**config.mk**
```make
export PLATFORM = sky130hd
export DESIGN_NAME = decp_unit
export DESIGN_NICKNAME = d
export VERILOG_FILES = /design/src/pkg/decp_pkg.sv /design/src/core/decp_counter.sv /design/src/core/decp_unit.sv
export SDC_FILE = /design/constraint.sdc
export NUM_CORES = 1
export LEC_CHECK = 0
export BUFFER_PORTS_ARGS = -buffer_cell sky130_fd_sc_hd__clkbuf_2
export CORE_MARGIN = 1.5
export CORE_UTILIZATION = 54
export DETAILED_ROUTE_END_ITERATION = 7
export PLACE_DENSITY_LB_ADDON = 0.25
export SLEW_MARGIN = 20
export SYNTH_ARGS = -nofsm -noshare
export SYNTH_HDL_FRONTEND = slang
export SYNTH_SLANG_ARGS = --single-unit
```
**constraint.sdc**
```tcl
create_clock -name clk -period 5.1 [get_ports clk]
set_clock_uncertainty 0.1 [all_clocks]
set_input_delay 1.02 -clock clk [delete_from_list [all_inputs] [get_ports clk]]
set_output_delay 1.02 -clock clk [all_outputs]
set_load 0.005 [all_outputs]
```
**src/pkg/decp_pkg.sv**
```systemverilog
package decp_pkg;

  // ****************************************************************
  // Register selection codes for the model-specific access port
  // ****************************************************************
  localparam logic [1:0] SEL_CONTROL = 2'h0;
  localparam logic [1:0] SEL_COUNTER_ZERO = 2'h1;
  localparam logic [1:0] SEL_COUNTER_ONE = 2'h2;

  // ****************************************************************
  // Field layout of the control register
  // ****************************************************************
  localparam int CTRL_WIDTH = 32;
  localparam int COUNTER_WIDTH = 40;
  localparam int EVENT_CODE_WIDTH = 6;
  localparam int COUNT_CONTROL_WIDTH = 3;
  localparam int EVENT_CODE_ZERO_LSB = 0;
  localparam int COUNT_CONTROL_ZERO_LSB = 6;
  localparam int PIN_FUNCTION_ZERO_BIT = 9;
  localparam int EVENT_CODE_ONE_LSB = 16;
  localparam int COUNT_CONTROL_ONE_LSB = 22;
  localparam int PIN_FUNCTION_ONE_BIT = 25;
  localparam int CC_KERNEL_BIT = 0;
  localparam int CC_USER_BIT = 1;
  localparam int CC_DURATION_BIT = 2;
  localparam logic [31:0] CTRL_RESET = 32'h0000_0000;
  localparam logic [39:0] COUNTER_RESET = 40'h00_0000_0000;

  // Writable bits of the control register; the rest read as zero.
  localparam logic [31:0] CTRL_WRITE_MASK = 32'h03ff_03ff;

  // ****************************************************************
  // Privilege levels and timing
  // ****************************************************************
  localparam logic [1:0] PRIV_KERNEL = 2'h0;
  localparam logic [1:0] PRIV_USER = 2'h3;
  localparam int OVERFLOW_PIN_DELAY_CLOCKS = 5;
  localparam int MAX_OCCURRENCES = 2;

endpackage

```
**src/core/decp_counter.sv**
```systemverilog
`timescale 1ns/1ns
`default_nettype none

module decp_counter #(
  parameter int WIDTH = 40,
  parameter int DELAY = 5
) (
  input wire logic clk,
  input wire logic resetn,
  input wire logic clk_en,
  input wire logic [2:0] count_control,
  input wire logic pin_function,
  input wire logic [1:0] priv_level,
  input wire logic [1:0] occurrences,
  input wire logic condition,
  input wire logic pin_owned,
  input wire logic load,
  input wire logic [WIDTH-1:0] load_value,
  output logic [WIDTH-1:0] count,
  output logic indication_pin
);

  // ****************************************************************
  // Count qualification
  // ****************************************************************
  wire logic is_user;
  wire logic priv_ok;
  wire logic duration;
  wire logic [1:0] amount;
  wire logic [WIDTH:0] sum;
  wire logic incremented;
  wire logic overflow;
  wire logic raw_pin;
  logic [DELAY-1:0] pin_pipe;

  assign is_user = (priv_level == decp_pkg::PRIV_USER);
  assign priv_ok = is_user ? count_control[decp_pkg::CC_USER_BIT]
                           : count_control[decp_pkg::CC_KERNEL_BIT];
  assign duration = count_control[decp_pkg::CC_DURATION_BIT];
  // Duration adds one per clock while condition is high; occurrences add up to three per clock.
  assign amount = !priv_ok ? 2'h0
                : duration ? {1'b0, condition}
                : occurrences;
  assign sum = {1'b0, count} + {{(WIDTH - 1){1'b0}}, amount};
  assign incremented = (amount != 2'h0);
  assign overflow = sum[WIDTH];
  // With pin_function low the pin pulses once per clock whatever the amount added; with it high the pin shows overflow.
  assign raw_pin = pin_function ? overflow : incremented;

  // ****************************************************************
  // Counter and pin pipeline
  // ****************************************************************
  always_ff @(posedge clk) begin
    if (!resetn) begin
      count <= '0;
    end else if (clk_en) begin
      if (load) begin
        count <= load_value;
      end else begin
        count <= sum[WIDTH-1:0];
      end
    end
  end

  // The pipeline models latching and buffering before the pin leaves.
  always_ff @(posedge clk) begin
    if (!resetn) begin
      pin_pipe <= '0;
    end else if (clk_en) begin
      pin_pipe <= {pin_pipe[DELAY-2:0], raw_pin & !load};
    end
  end

  // While a debugger owns the pin the counter signal is withheld.
  assign indication_pin = pin_pipe[DELAY-1] & !pin_owned;

endmodule

`default_nettype wire

```
**src/core/decp_unit.sv**
```systemverilog
`timescale 1ns/1ns
`default_nettype none

module decp_unit #(
  parameter int WIDTH = decp_pkg::COUNTER_WIDTH,
  parameter int DELAY = decp_pkg::OVERFLOW_PIN_DELAY_CLOCKS
) (
  input wire logic clk,
  input wire logic resetn,
  input wire logic clk_en,
  input wire logic [1:0] current_privilege_level,
  input wire logic access_valid,
  input wire logic access_write,
  input wire logic [1:0] access_select,
  input wire logic [63:0] access_wdata,
  output logic [63:0] access_rdata,
  output logic access_fault,
  output logic access_done,
  input wire logic [1:0] occurrences_zero,
  input wire logic condition_zero,
  input wire logic [1:0] occurrences_one,
  input wire logic condition_one,
  input wire logic breakpoint_mode,
  input wire logic [1:0] breakpoint_match,
  output logic [decp_pkg::EVENT_CODE_WIDTH-1:0] event_code_zero,
  output logic [decp_pkg::EVENT_CODE_WIDTH-1:0] event_code_one,
  output logic indication_pin_zero,
  output logic indication_pin_one
);

  // ****************************************************************
  // Access decode
  // ****************************************************************
  logic [31:0] event_control_select;
  logic breakpoint_owned;
  wire logic privileged;
  wire logic hit_ctrl;
  wire logic hit_zero;
  wire logic hit_one;
  wire logic mapped;
  wire logic take;
  wire logic [WIDTH-1:0] count_zero;
  wire logic [WIDTH-1:0] count_one;
  wire logic [WIDTH-1:0] load_value;
  wire logic pin_zero;
  wire logic pin_one;
  wire logic [2:0] count_control_zero;
  wire logic [2:0] count_control_one;
  wire logic pin_function_zero;
  wire logic pin_function_one;

  assign privileged = (current_privilege_level == decp_pkg::PRIV_KERNEL);
  assign hit_ctrl = (access_select == decp_pkg::SEL_CONTROL);
  assign hit_zero = (access_select == decp_pkg::SEL_COUNTER_ZERO);
  assign hit_one = (access_select == decp_pkg::SEL_COUNTER_ONE);
  assign mapped = hit_ctrl | hit_zero | hit_one;
  assign take = clk_en & access_valid & privileged & mapped;
  assign load_value = access_wdata[WIDTH-1:0];

  // ****************************************************************
  // Field extraction
  // ****************************************************************
  assign event_code_zero = event_control_select[
    decp_pkg::EVENT_CODE_ZERO_LSB +: decp_pkg::EVENT_CODE_WIDTH];
  assign event_code_one = event_control_select[
    decp_pkg::EVENT_CODE_ONE_LSB +: decp_pkg::EVENT_CODE_WIDTH];
  assign count_control_zero = event_control_select[
    decp_pkg::COUNT_CONTROL_ZERO_LSB +: decp_pkg::COUNT_CONTROL_WIDTH];
  assign count_control_one = event_control_select[
    decp_pkg::COUNT_CONTROL_ONE_LSB +: decp_pkg::COUNT_CONTROL_WIDTH];
  assign pin_function_zero =
    event_control_select[decp_pkg::PIN_FUNCTION_ZERO_BIT];
  assign pin_function_one =
    event_control_select[decp_pkg::PIN_FUNCTION_ONE_BIT];

  // ****************************************************************
  // Registers
  // ****************************************************************
  // The whole register is written at once, so partial updates need
  // a read-modify-write by software.
  always_ff @(posedge clk) begin
    if (!resetn) begin
      event_control_select <= decp_pkg::CTRL_RESET;
    end else if (take & access_write & hit_ctrl) begin
      event_control_select <=
        access_wdata[31:0] & decp_pkg::CTRL_WRITE_MASK;
    end
  end

  // Pins start in counter signalling; a debugger can take them after.
  always_ff @(posedge clk) begin
    if (!resetn) begin
      breakpoint_owned <= 1'b0;
    end else if (clk_en) begin
      breakpoint_owned <= breakpoint_mode;
    end
  end

  // Read data and completion are registered, one cycle after the request; read data only for a taken read.
  always_ff @(posedge clk) begin
    if (!resetn) begin
      access_rdata <= 64'h0;
      access_fault <= 1'b0;
      access_done <= 1'b0;
    end else if (clk_en) begin
      access_done <= access_valid;
      access_fault <= access_valid & !(privileged & mapped);
      if (take & !access_write) begin
        access_rdata <= hit_ctrl ? {32'h0, event_control_select}
                      : hit_zero ? {24'h0, count_zero}
                      : {24'h0, count_one};
      end
    end
  end

  // ****************************************************************
  // Counters
  // ****************************************************************
  decp_counter #(
    .WIDTH(WIDTH),
    .DELAY(DELAY)
  ) u_counter_zero (
    .clk(clk),
    .resetn(resetn),
    .clk_en(clk_en),
    .count_control(count_control_zero),
    .pin_function(pin_function_zero),
    .priv_level(current_privilege_level),
    .occurrences(occurrences_zero),
    .condition(condition_zero),
    .pin_owned(breakpoint_owned),
    .load(take & access_write & hit_zero),
    .load_value(load_value),
    .count(count_zero),
    .indication_pin(pin_zero)
  );

  decp_counter #(
    .WIDTH(WIDTH),
    .DELAY(DELAY)
  ) u_counter_one (
    .clk(clk),
    .resetn(resetn),
    .clk_en(clk_en),
    .count_control(count_control_one),
    .pin_function(pin_function_one),
    .priv_level(current_privilege_level),
    .occurrences(occurrences_one),
    .condition(condition_one),
    .pin_owned(breakpoint_owned),
    .load(take & access_write & hit_one),
    .load_value(load_value),
    .count(count_one),
    .indication_pin(pin_one)
  );

  // Breakpoint matches replace counter signalling while owned.
  assign indication_pin_zero = breakpoint_owned ? breakpoint_match[0]
                                                : pin_zero;
  assign indication_pin_one = breakpoint_owned ? breakpoint_match[1]
                                               : pin_one;

endmodule

`default_nettype wire

```
==> qor.txt, run 1 <==
Critical path peak fanout -> 5
Share of layout cells above drive strength 1 -> 14.89%
Hold Crit Class -> reg2reg
Drt first pass iters -> 7
Vias in the first global route -> 8,798
WS Path Type -> in2reg
Switching Share -> 24.27%
Post-CTS Setup Repair Bufs -> 0
Inserted Clock Buffers -> 17
Bufs and invs on worst path -> 1
Mapped cell area -> 0.009156 sq mm
Yosys reg bits -> 153
Antenna-violating nets left -> 0
Final instance area -> 0.01025 sq mm
Main combinational cell family by area after synthesis -> simple AND/OR/NAND/NOR gates
Clock Path Buffers -> 2
Net Sw Power -> 0.0006608 W
Share of the synthesized area in the top cell type -> 33.45%
Compound-gate portion of the synthesized area -> 24.12%
Synth Area per Inst -> 7.378 sq um
Fmax -> 240.4 MHz
Post-synth EDFFs -> 0
Final Hold Viols -> 0
Antenna cell count -> 0
Minimum clock period after layout -> 4.159 ns
Post-Synth Simple-Gate Area -> 27.45%
Via count -> 9,709
XOR/XNOR Fraction of Synth Area -> 0.09565%
# hold bufs at CTS -> 0
Setup TNS -> 0 ns
Unrepaired setup endpoints after global routing -> no
Crit-path leading delay family -> simple AND/OR/NAND/NOR gates
Status -> finished clean
# setup viols final -> 0
Worst setup SP type -> input pin
Layout net count -> 1,371
Core Area -> 0.01658 sq mm
CTS Sinks -> 153
Max VDD drop -> 0.2486 mV
Mux cell area share after synthesis -> 5.657%
Vias per inst -> 6.404
# H-tree levels -> 4
PortBufs -> 113
Yosys warning count -> 0
Post-CTS Resized -> 0
Int Pwr -> 0.002062 W
First-pass GRT wire length -> 46.73 mm
Clock Latency Late Sink -> 0.44 ns
Syn Inst Count -> 1,241
Starting Density -> 55.21%
Leak pwr -> 3.600 nW
Combinational Power Share -> 6.4%
Clock Power Share -> 49.1%
Global route overflow -> 0
Post-DP HPWL -> 19.46 mm
PD cells -> 265.6 mW/mm^2
Gpl congestion -> 0.9686
Largest net degree at the start of global routing -> 117
Synth async-reset ratio -> 0%
Crit. End Element -> flip-flop
CTS tree -> built
Reg2reg setup slack -> 1.54 ns
Die H -> 133.2 um
Critical path's slowest cell -> or4_4
Synth Flop Type -> dfxtp_1
DRT iter0 DRCs -> 1,118
Period utilization -> 81.56%
Synth area leaders -> dfxtp_1 33%, nand2_1 8.6%, a21oi_1 4.9%
CP cell instances -> clkbuf_2 -> nand2_1 -> mux2i_1 -> or3b_2 -> fa_1 -> and4b_1 -> nand3_1 -> or4_4 -> or4_1 -> a31oi_1
Largest area contributor in the netlist -> dfxtp_1
Max-cap violation count -> 0
Drt wl/cell -> 19.20 um
Root Buffer -> clkbuf_16
Synth Area in Adders -> 0.9839%
Worst Tran Pin Value -> 1.149 ns
Worst-path clk slew -> 0.06 ns
Drt drc -> 0
Fin. max-slew vios -> 0
Worst path max stage delay -> 0.61 ns
Sequential element share of the synthesized area -> 33.45%
Row count -> 47
Placed cell area -> 0.009635 sq mm
Crit path DAT -> 4.41 ns
Die width -> 133.2 um
Die area -> 0.01775 sq mm
CP Data Required Time -> 5.35 ns
Sequential share of power -> 44.5%
Yosys cell types -> 70
Rel. slew slack -> 22.83%
Total Routing Usage GR -> 33.15%
P&R area growth vs syn -> 11.96%
I/O Pins -> 162
Initial antenna violation count -> 0
Routed WL -> 29.11 mm
==> power by group through the flow <==
stage	Clock, W	Combinational [W]	Sequential [W]
floorplan	0	0.000109	0.00124
global placement	0	0.000168	0.00124
detailed placement	0	0.000168	0.00124
CTS	0.00134	0.000169	0.00121
global route	0.00140	0.000184	0.00121
finish	0.00134	0.000174	0.00121
==> cell type report <==
type | count | area (sq um)
fill | 1573 | 6332
multi-input combinational | 948 | 5444
sequential | 153 | 3063
timing repair buffer | 136 | 750.7
clock buffer | 21 | 470.5
tap | 220 | 275.3
clock inverter | 11 | 145.1
inverter | 27 | 102.6
==> placed cells by master, fill, tap and decap left out, drive strengths merged, types with 5 or more instances in the layout <==
cell	count
a31oi	18
nand4	35
nor4	25
nand2	210
a21oi	90
and2	18
o22ai	11
a22oi	21
o211ai	29
o21ai	90
or4	17
nand3	36
and4	11
clkinv	7
mux2	6
buf	24
conb	24
or3	10
a21o	5
clkbuf	133
o31a	6
inv	25
o21a	16
nor2	82
dfxtp	153
o31ai	8
a32o	5
a211oi	13
a22o	5
nor3	32
and3	18
mux2i	45
==> worst min-delay path: stages, from the launching register on <==
cell and delay (ns):
dfxtp_1 0.31, nand2_1 0.05, a21oi_1 0.05
==> registers in the layout, indices dropped and copies added, names as in the netlist <==
name,count
access_done,1
access_fault,1
access_rdata,40
breakpoint_owned,1
event_control_select,20
u_counter_one.count,40
u_counter_one.pin_pipe,5
u_counter_zero.count,40
u_counter_zero.pin_pipe,5
==> metrics by stage <==
stage	hold WS [ns]	utilization (%)	instances	worst slack (ns)	power (W)
final	0.3535	61.82	1516	0.9406	0.002723
after global routing	0.3679	61.82	1516	0.9151	0.002794
after CTS	0.3555	61.82	1516	1.018	0.002719
after detailed placement	0.3472	58.10	1484	0.5875	0.001407
after global placement	0.3423	58.10	1484	0.6520	0.001406
after floorplan	0.3248	-	1264	1.010	0.001346
==> kinds of logic (layout without fill, tap and decap cells) <==
group,after synthesis,count (layout)
AOI/OAI and AO/OA,350,350
xor gates and xnor gates,1,1
adders and majority gates,6,6
buffers and inverters,163,195
DFF,153,153
muxes,51,51
other,1,24
and+or+nand+nor,516,516
==> metal layers <==
metal | global-route usage, % | up-vias | wire length (um)
met5 | 0 | - | 0
met4 | 17.21 | 0 | 1313
met3 | 6.735 | 111 | 3148
met2 | 49.59 | 605 | 12640
met1 | 45.26 | 4443 | 12010
li1 | - | 4550 | -
==> cells in the mapped netlist (all sizes together), types with 3 or more instances <==
| library cell | number |
|---|---|
| or3b | 3 |
| a21o | 5 |
| a221oi | 3 |
| clkbuf | 90 |
| nand2b | 3 |
| nand3 | 36 |
| a21oi | 90 |
| nor4 | 25 |
| and2 | 18 |
| a22oi | 21 |
| a32o | 5 |
| nor2b | 3 |
| nor3b | 4 |
| a41oi | 4 |
| o21a | 16 |
| a21boi | 3 |
| o31ai | 8 |
| o41ai | 3 |
| nand2 | 210 |
| a31o | 3 |
| or3 | 10 |
| nor3 | 32 |
| mux2i | 45 |
| inv | 27 |
| buf | 46 |
| or4 | 17 |
| nand4 | 35 |
| dfxtp | 153 |
| o22ai | 11 |
| ha | 4 |
| o21ai | 90 |
| a31oi | 18 |
| mux2 | 6 |
| a22o | 5 |
| o31a | 6 |
| a211oi | 13 |
| and4 | 11 |
| nor2 | 82 |
| o211ai | 29 |
| and3 | 18 |
==> worst paths after layout <==
path | startpoint | to | cells past startpoint
worst max-delay path | current_privilege_level[0] | u_counter_one.count[32]$_SDFFE_PN0P_ | 10
worst min-delay path | access_rdata[4]$_SDFFE_PN0P_ | access_rdata[4]$_SDFFE_PN0P_ | 2
worst max register to register | event_control_select[22]$_SDFFE_PN0P_ | u_counter_one.count[32]$_SDFFE_PN0P_ | 8
worst min register to register | access_rdata[4]$_SDFFE_PN0P_ | access_rdata[4]$_SDFFE_PN0P_ | 2
Note: power is estimated with default switching activity, not from simulation.
==> run 2: changes to the inputs <==
==> constraint.sdc (replaced) <==
create_clock -name clk -period 3.98 [get_ports clk]
set_clock_uncertainty 0.1 [all_clocks]
set_input_delay 0.796 -clock clk [delete_from_list [all_inputs] [get_ports clk]]
set_output_delay 0.796 -clock clk [all_outputs]
set_load 0.005 [all_outputs]
==> qor.txt, run 2 (synthesis gave the netlist of run 1 again) <==
Status -> finished clean
Via count -> 9,839 (+1.3%)
Commonest non-fill, non-tap cells in the layout -> 209 x nand2_1, 153 x dfxtp_1, 112 x clkbuf_2, 90 x o21ai_0, 90 x a21oi_1
Setup TNS -> 0 ns (unchanged)
# fillers -> 1,509 (-4.1%)
Worst path max stage delay -> 0.58 ns (-0.03 ns)
Share of layout cells above drive strength 1 -> 16.17% (+1.3 points)
Global-route track usage on met3 -> 5.594% (-1.1 points)
Root Buffer -> clkbuf_16
Starting Density -> 55.21% (unchanged)
CP Data Required Time -> 4.22 ns (-1.13 ns)
Crit. End Element -> flip-flop
CP cell instances -> clkbuf_2 -> nand2_1 -> mux2i_1 -> or3b_2 -> fa_1 -> and4b_1 -> nand3_1 -> or4_4 -> or4_1 -> a31oi_1
R2R depth -> 8 (unchanged)
First-pass GRT wire length -> 47.24 mm (+1.1%)
CTS tree -> built
Clock Path Buffers -> 2 (unchanged)
Final core utilization -> 62.71% (+0.89 points)
Largest net degree at the start of global routing -> 82 (-30%)
Storage element area -> 0.003063 sq mm (unchanged)
Gr busiest metal -> met2
Worst setup margin -> 0.1759 ns (-0.7647 ns)
Met2 usage in global routing -> 50.75% (+1.2 points)
P&R area growth vs syn -> 13.57%
Final Hold Viols -> 0 (unchanged)
Clock Latency Late Sink -> 0.43 ns (about the same)
Layout net count -> 1,392 (+1.5%)
PD cells -> 334.0 mW/mm^2 (+26%)
Critical path peak fanout -> 4 (-1)
Die width -> 133.2 um (unchanged)
Rel. slew slack -> 24.90% (+2.1 points)
Multi-input gate area -> 0.005444 sq mm (unchanged)
Worst setup SP type -> input pin
Met1 usage -> 47.46% (+2.2 points)
Fmax -> 262.9 MHz
Reg2reg setup slack -> 0.59 ns (-0.95 ns)
Post-DP HPWL -> 20.37 mm (+4.7%)
CTS Sinks -> 153 (unchanged)
Critical path's slowest cell -> or4_4
Unrepaired setup endpoints after global routing -> no
Inserted Clock Buffers -> 17 (unchanged)
Max VDD drop -> 0.2778 mV (+12%)
Post-CTS Setup Repair Bufs -> 0 (unchanged)
Core Area -> 0.01658 sq mm (unchanged)
WS Path Type -> in2reg
Reg2Reg Launch Point -> event_control_select[22]$_SDFFE_PN0P_
Drt first pass iters -> 8 (+1)
I/O Pins -> 162 (unchanged)
# hold bufs at CTS -> 0 (unchanged)
Routed WL -> 29.62 mm (+1.7%)
Post-CTS Resized -> 0 (unchanged)
Total Routing Usage GR -> 33.53% (+0.38 points)
Drt wl/cell -> 19.27 um (+0.35%)
Worst-path clk slew -> 0.06 ns (about the same)
Commonest non-fill, non-tap cell in the layout -> nand2_1
Drt drc -> 0 (unchanged)
Worst Tran Pin Value -> 1.124 ns (-0.02465 ns)
Antenna-violating nets left -> 0 (unchanged)
Antenna cell count -> 0 (unchanged)
Worst reg2reg path endpoint -> u_counter_one.count[32]$_SDFFE_PN0P_
CP startpoint -> current_privilege_level[0]
Max-cap violation count -> 0 (unchanged)
Top Registers -> access_rdata: 40 flops, u_counter_one.count: 40 flops, u_counter_zero.count: 40 flops
# setup viols final -> 0 (unchanged)
Row count -> 47 (unchanged)
Gpl congestion -> 0.9800 (+1.2%)
Vias in the first global route -> 8,707 (-1.0%)
Crit path to -> u_counter_one.count[32]$_SDFFE_PN0P_
Crit path DAT -> 4.05 ns (-0.36 ns)
Die H -> 133.2 um (unchanged)
Vias per inst -> 6.401 (about the same)
Die area -> 0.01775 sq mm (unchanged)
Initial antenna violation count -> 0 (unchanged)
DRT iter0 DRCs -> 1,291 (+15%)
Post-Place Worst Slack -> -0.1834 ns (-0.7710 ns)
# H-tree levels -> 4 (unchanged)
Fin. max-slew vios -> 0 (unchanged)
PortBufs -> 113 (unchanged)
Period utilization -> 95.58%
Global route overflow -> 0 (unchanged)
Hold Crit Class -> reg2reg
Leak pwr -> 3.687 nW (+2.4%)
Minimum clock period after layout -> 3.804 ns
Tot Pwr -> 0.003474 W (+28%)
## run 2: cell count changes in the layout (fill, tap and decap cells not counted)
cell      change
buf_4        +21
clkbuf_1      +1
clkbuf_8      -1
clkinv_4      -1
inv_6         +1
## run 2: where the power goes
part	internal (W)	switching (W)	total [W]
combinational	0.0000659	0.000159	0.000225
sequential	0.00154	0.0000114	0.00155
clock	0.00102	0.000676	0.00170
## run 2: stage by stage
stage | std cells | hold slack, ns | area [sq um]
finish | 1537 | 0.3525 | 10400
global route | 1537 | 0.3663 | 10400
CTS | 1537 | 0.3541 | 10400
detailed placement | 1505 | 0.3454 | 9793
global placement | 1505 | 0.3418 | 9793
floorplan | 1264 | 0.3248 | 9243
## run 2: cell type report
class	instances	share of cell area, %
clock inverter	11	1.396
tap	220	2.647
multi-input combinational	948	52.35
sequential	153	29.46
timing repair buffer	157	8.735
clock buffer	21	4.428
inverter	27	0.9866
## run 2: worst min path at each step
stage,start,end,slack (ns),cells past startpoint
after floorplan,u_counter_zero.pin_pipe[0]$_SDFFE_PN0P_,u_counter_zero.pin_pipe[0]$_SDFFE_PN0P_,0.32,2
after global placement,access_rdata[24]$_SDFFE_PN0P_,access_rdata[24]$_SDFFE_PN0P_,0.34,2
final,access_rdata[3]$_SDFFE_PN0P_,access_rdata[3]$_SDFFE_PN0P_,0.35,2
after detailed placement,access_rdata[3]$_SDFFE_PN0P_,access_rdata[3]$_SDFFE_PN0P_,0.35,2
after global routing,access_rdata[5]$_SDFFE_PN0P_,access_rdata[5]$_SDFFE_PN0P_,0.37,2
after CTS,access_rdata[3]$_SDFFE_PN0P_,access_rdata[3]$_SDFFE_PN0P_,0.35,2
## run 2: worst max-delay path, delay by kind of cell
family	cells	cell delay, ns
adders and majority gates	1	0.46
AOI/OAI and AO/OA	1	0.17
and+or+nand+nor	6	2.29
muxes	1	0.19
buffers and inverters	1	0.12
## run 2: routing by layer
layer	wire length (um)	vias to the layer above
met5	0	-
met4	1094	0
met3	3006	88
met2	13020	599
met1	12500	4566
li1	-	4586
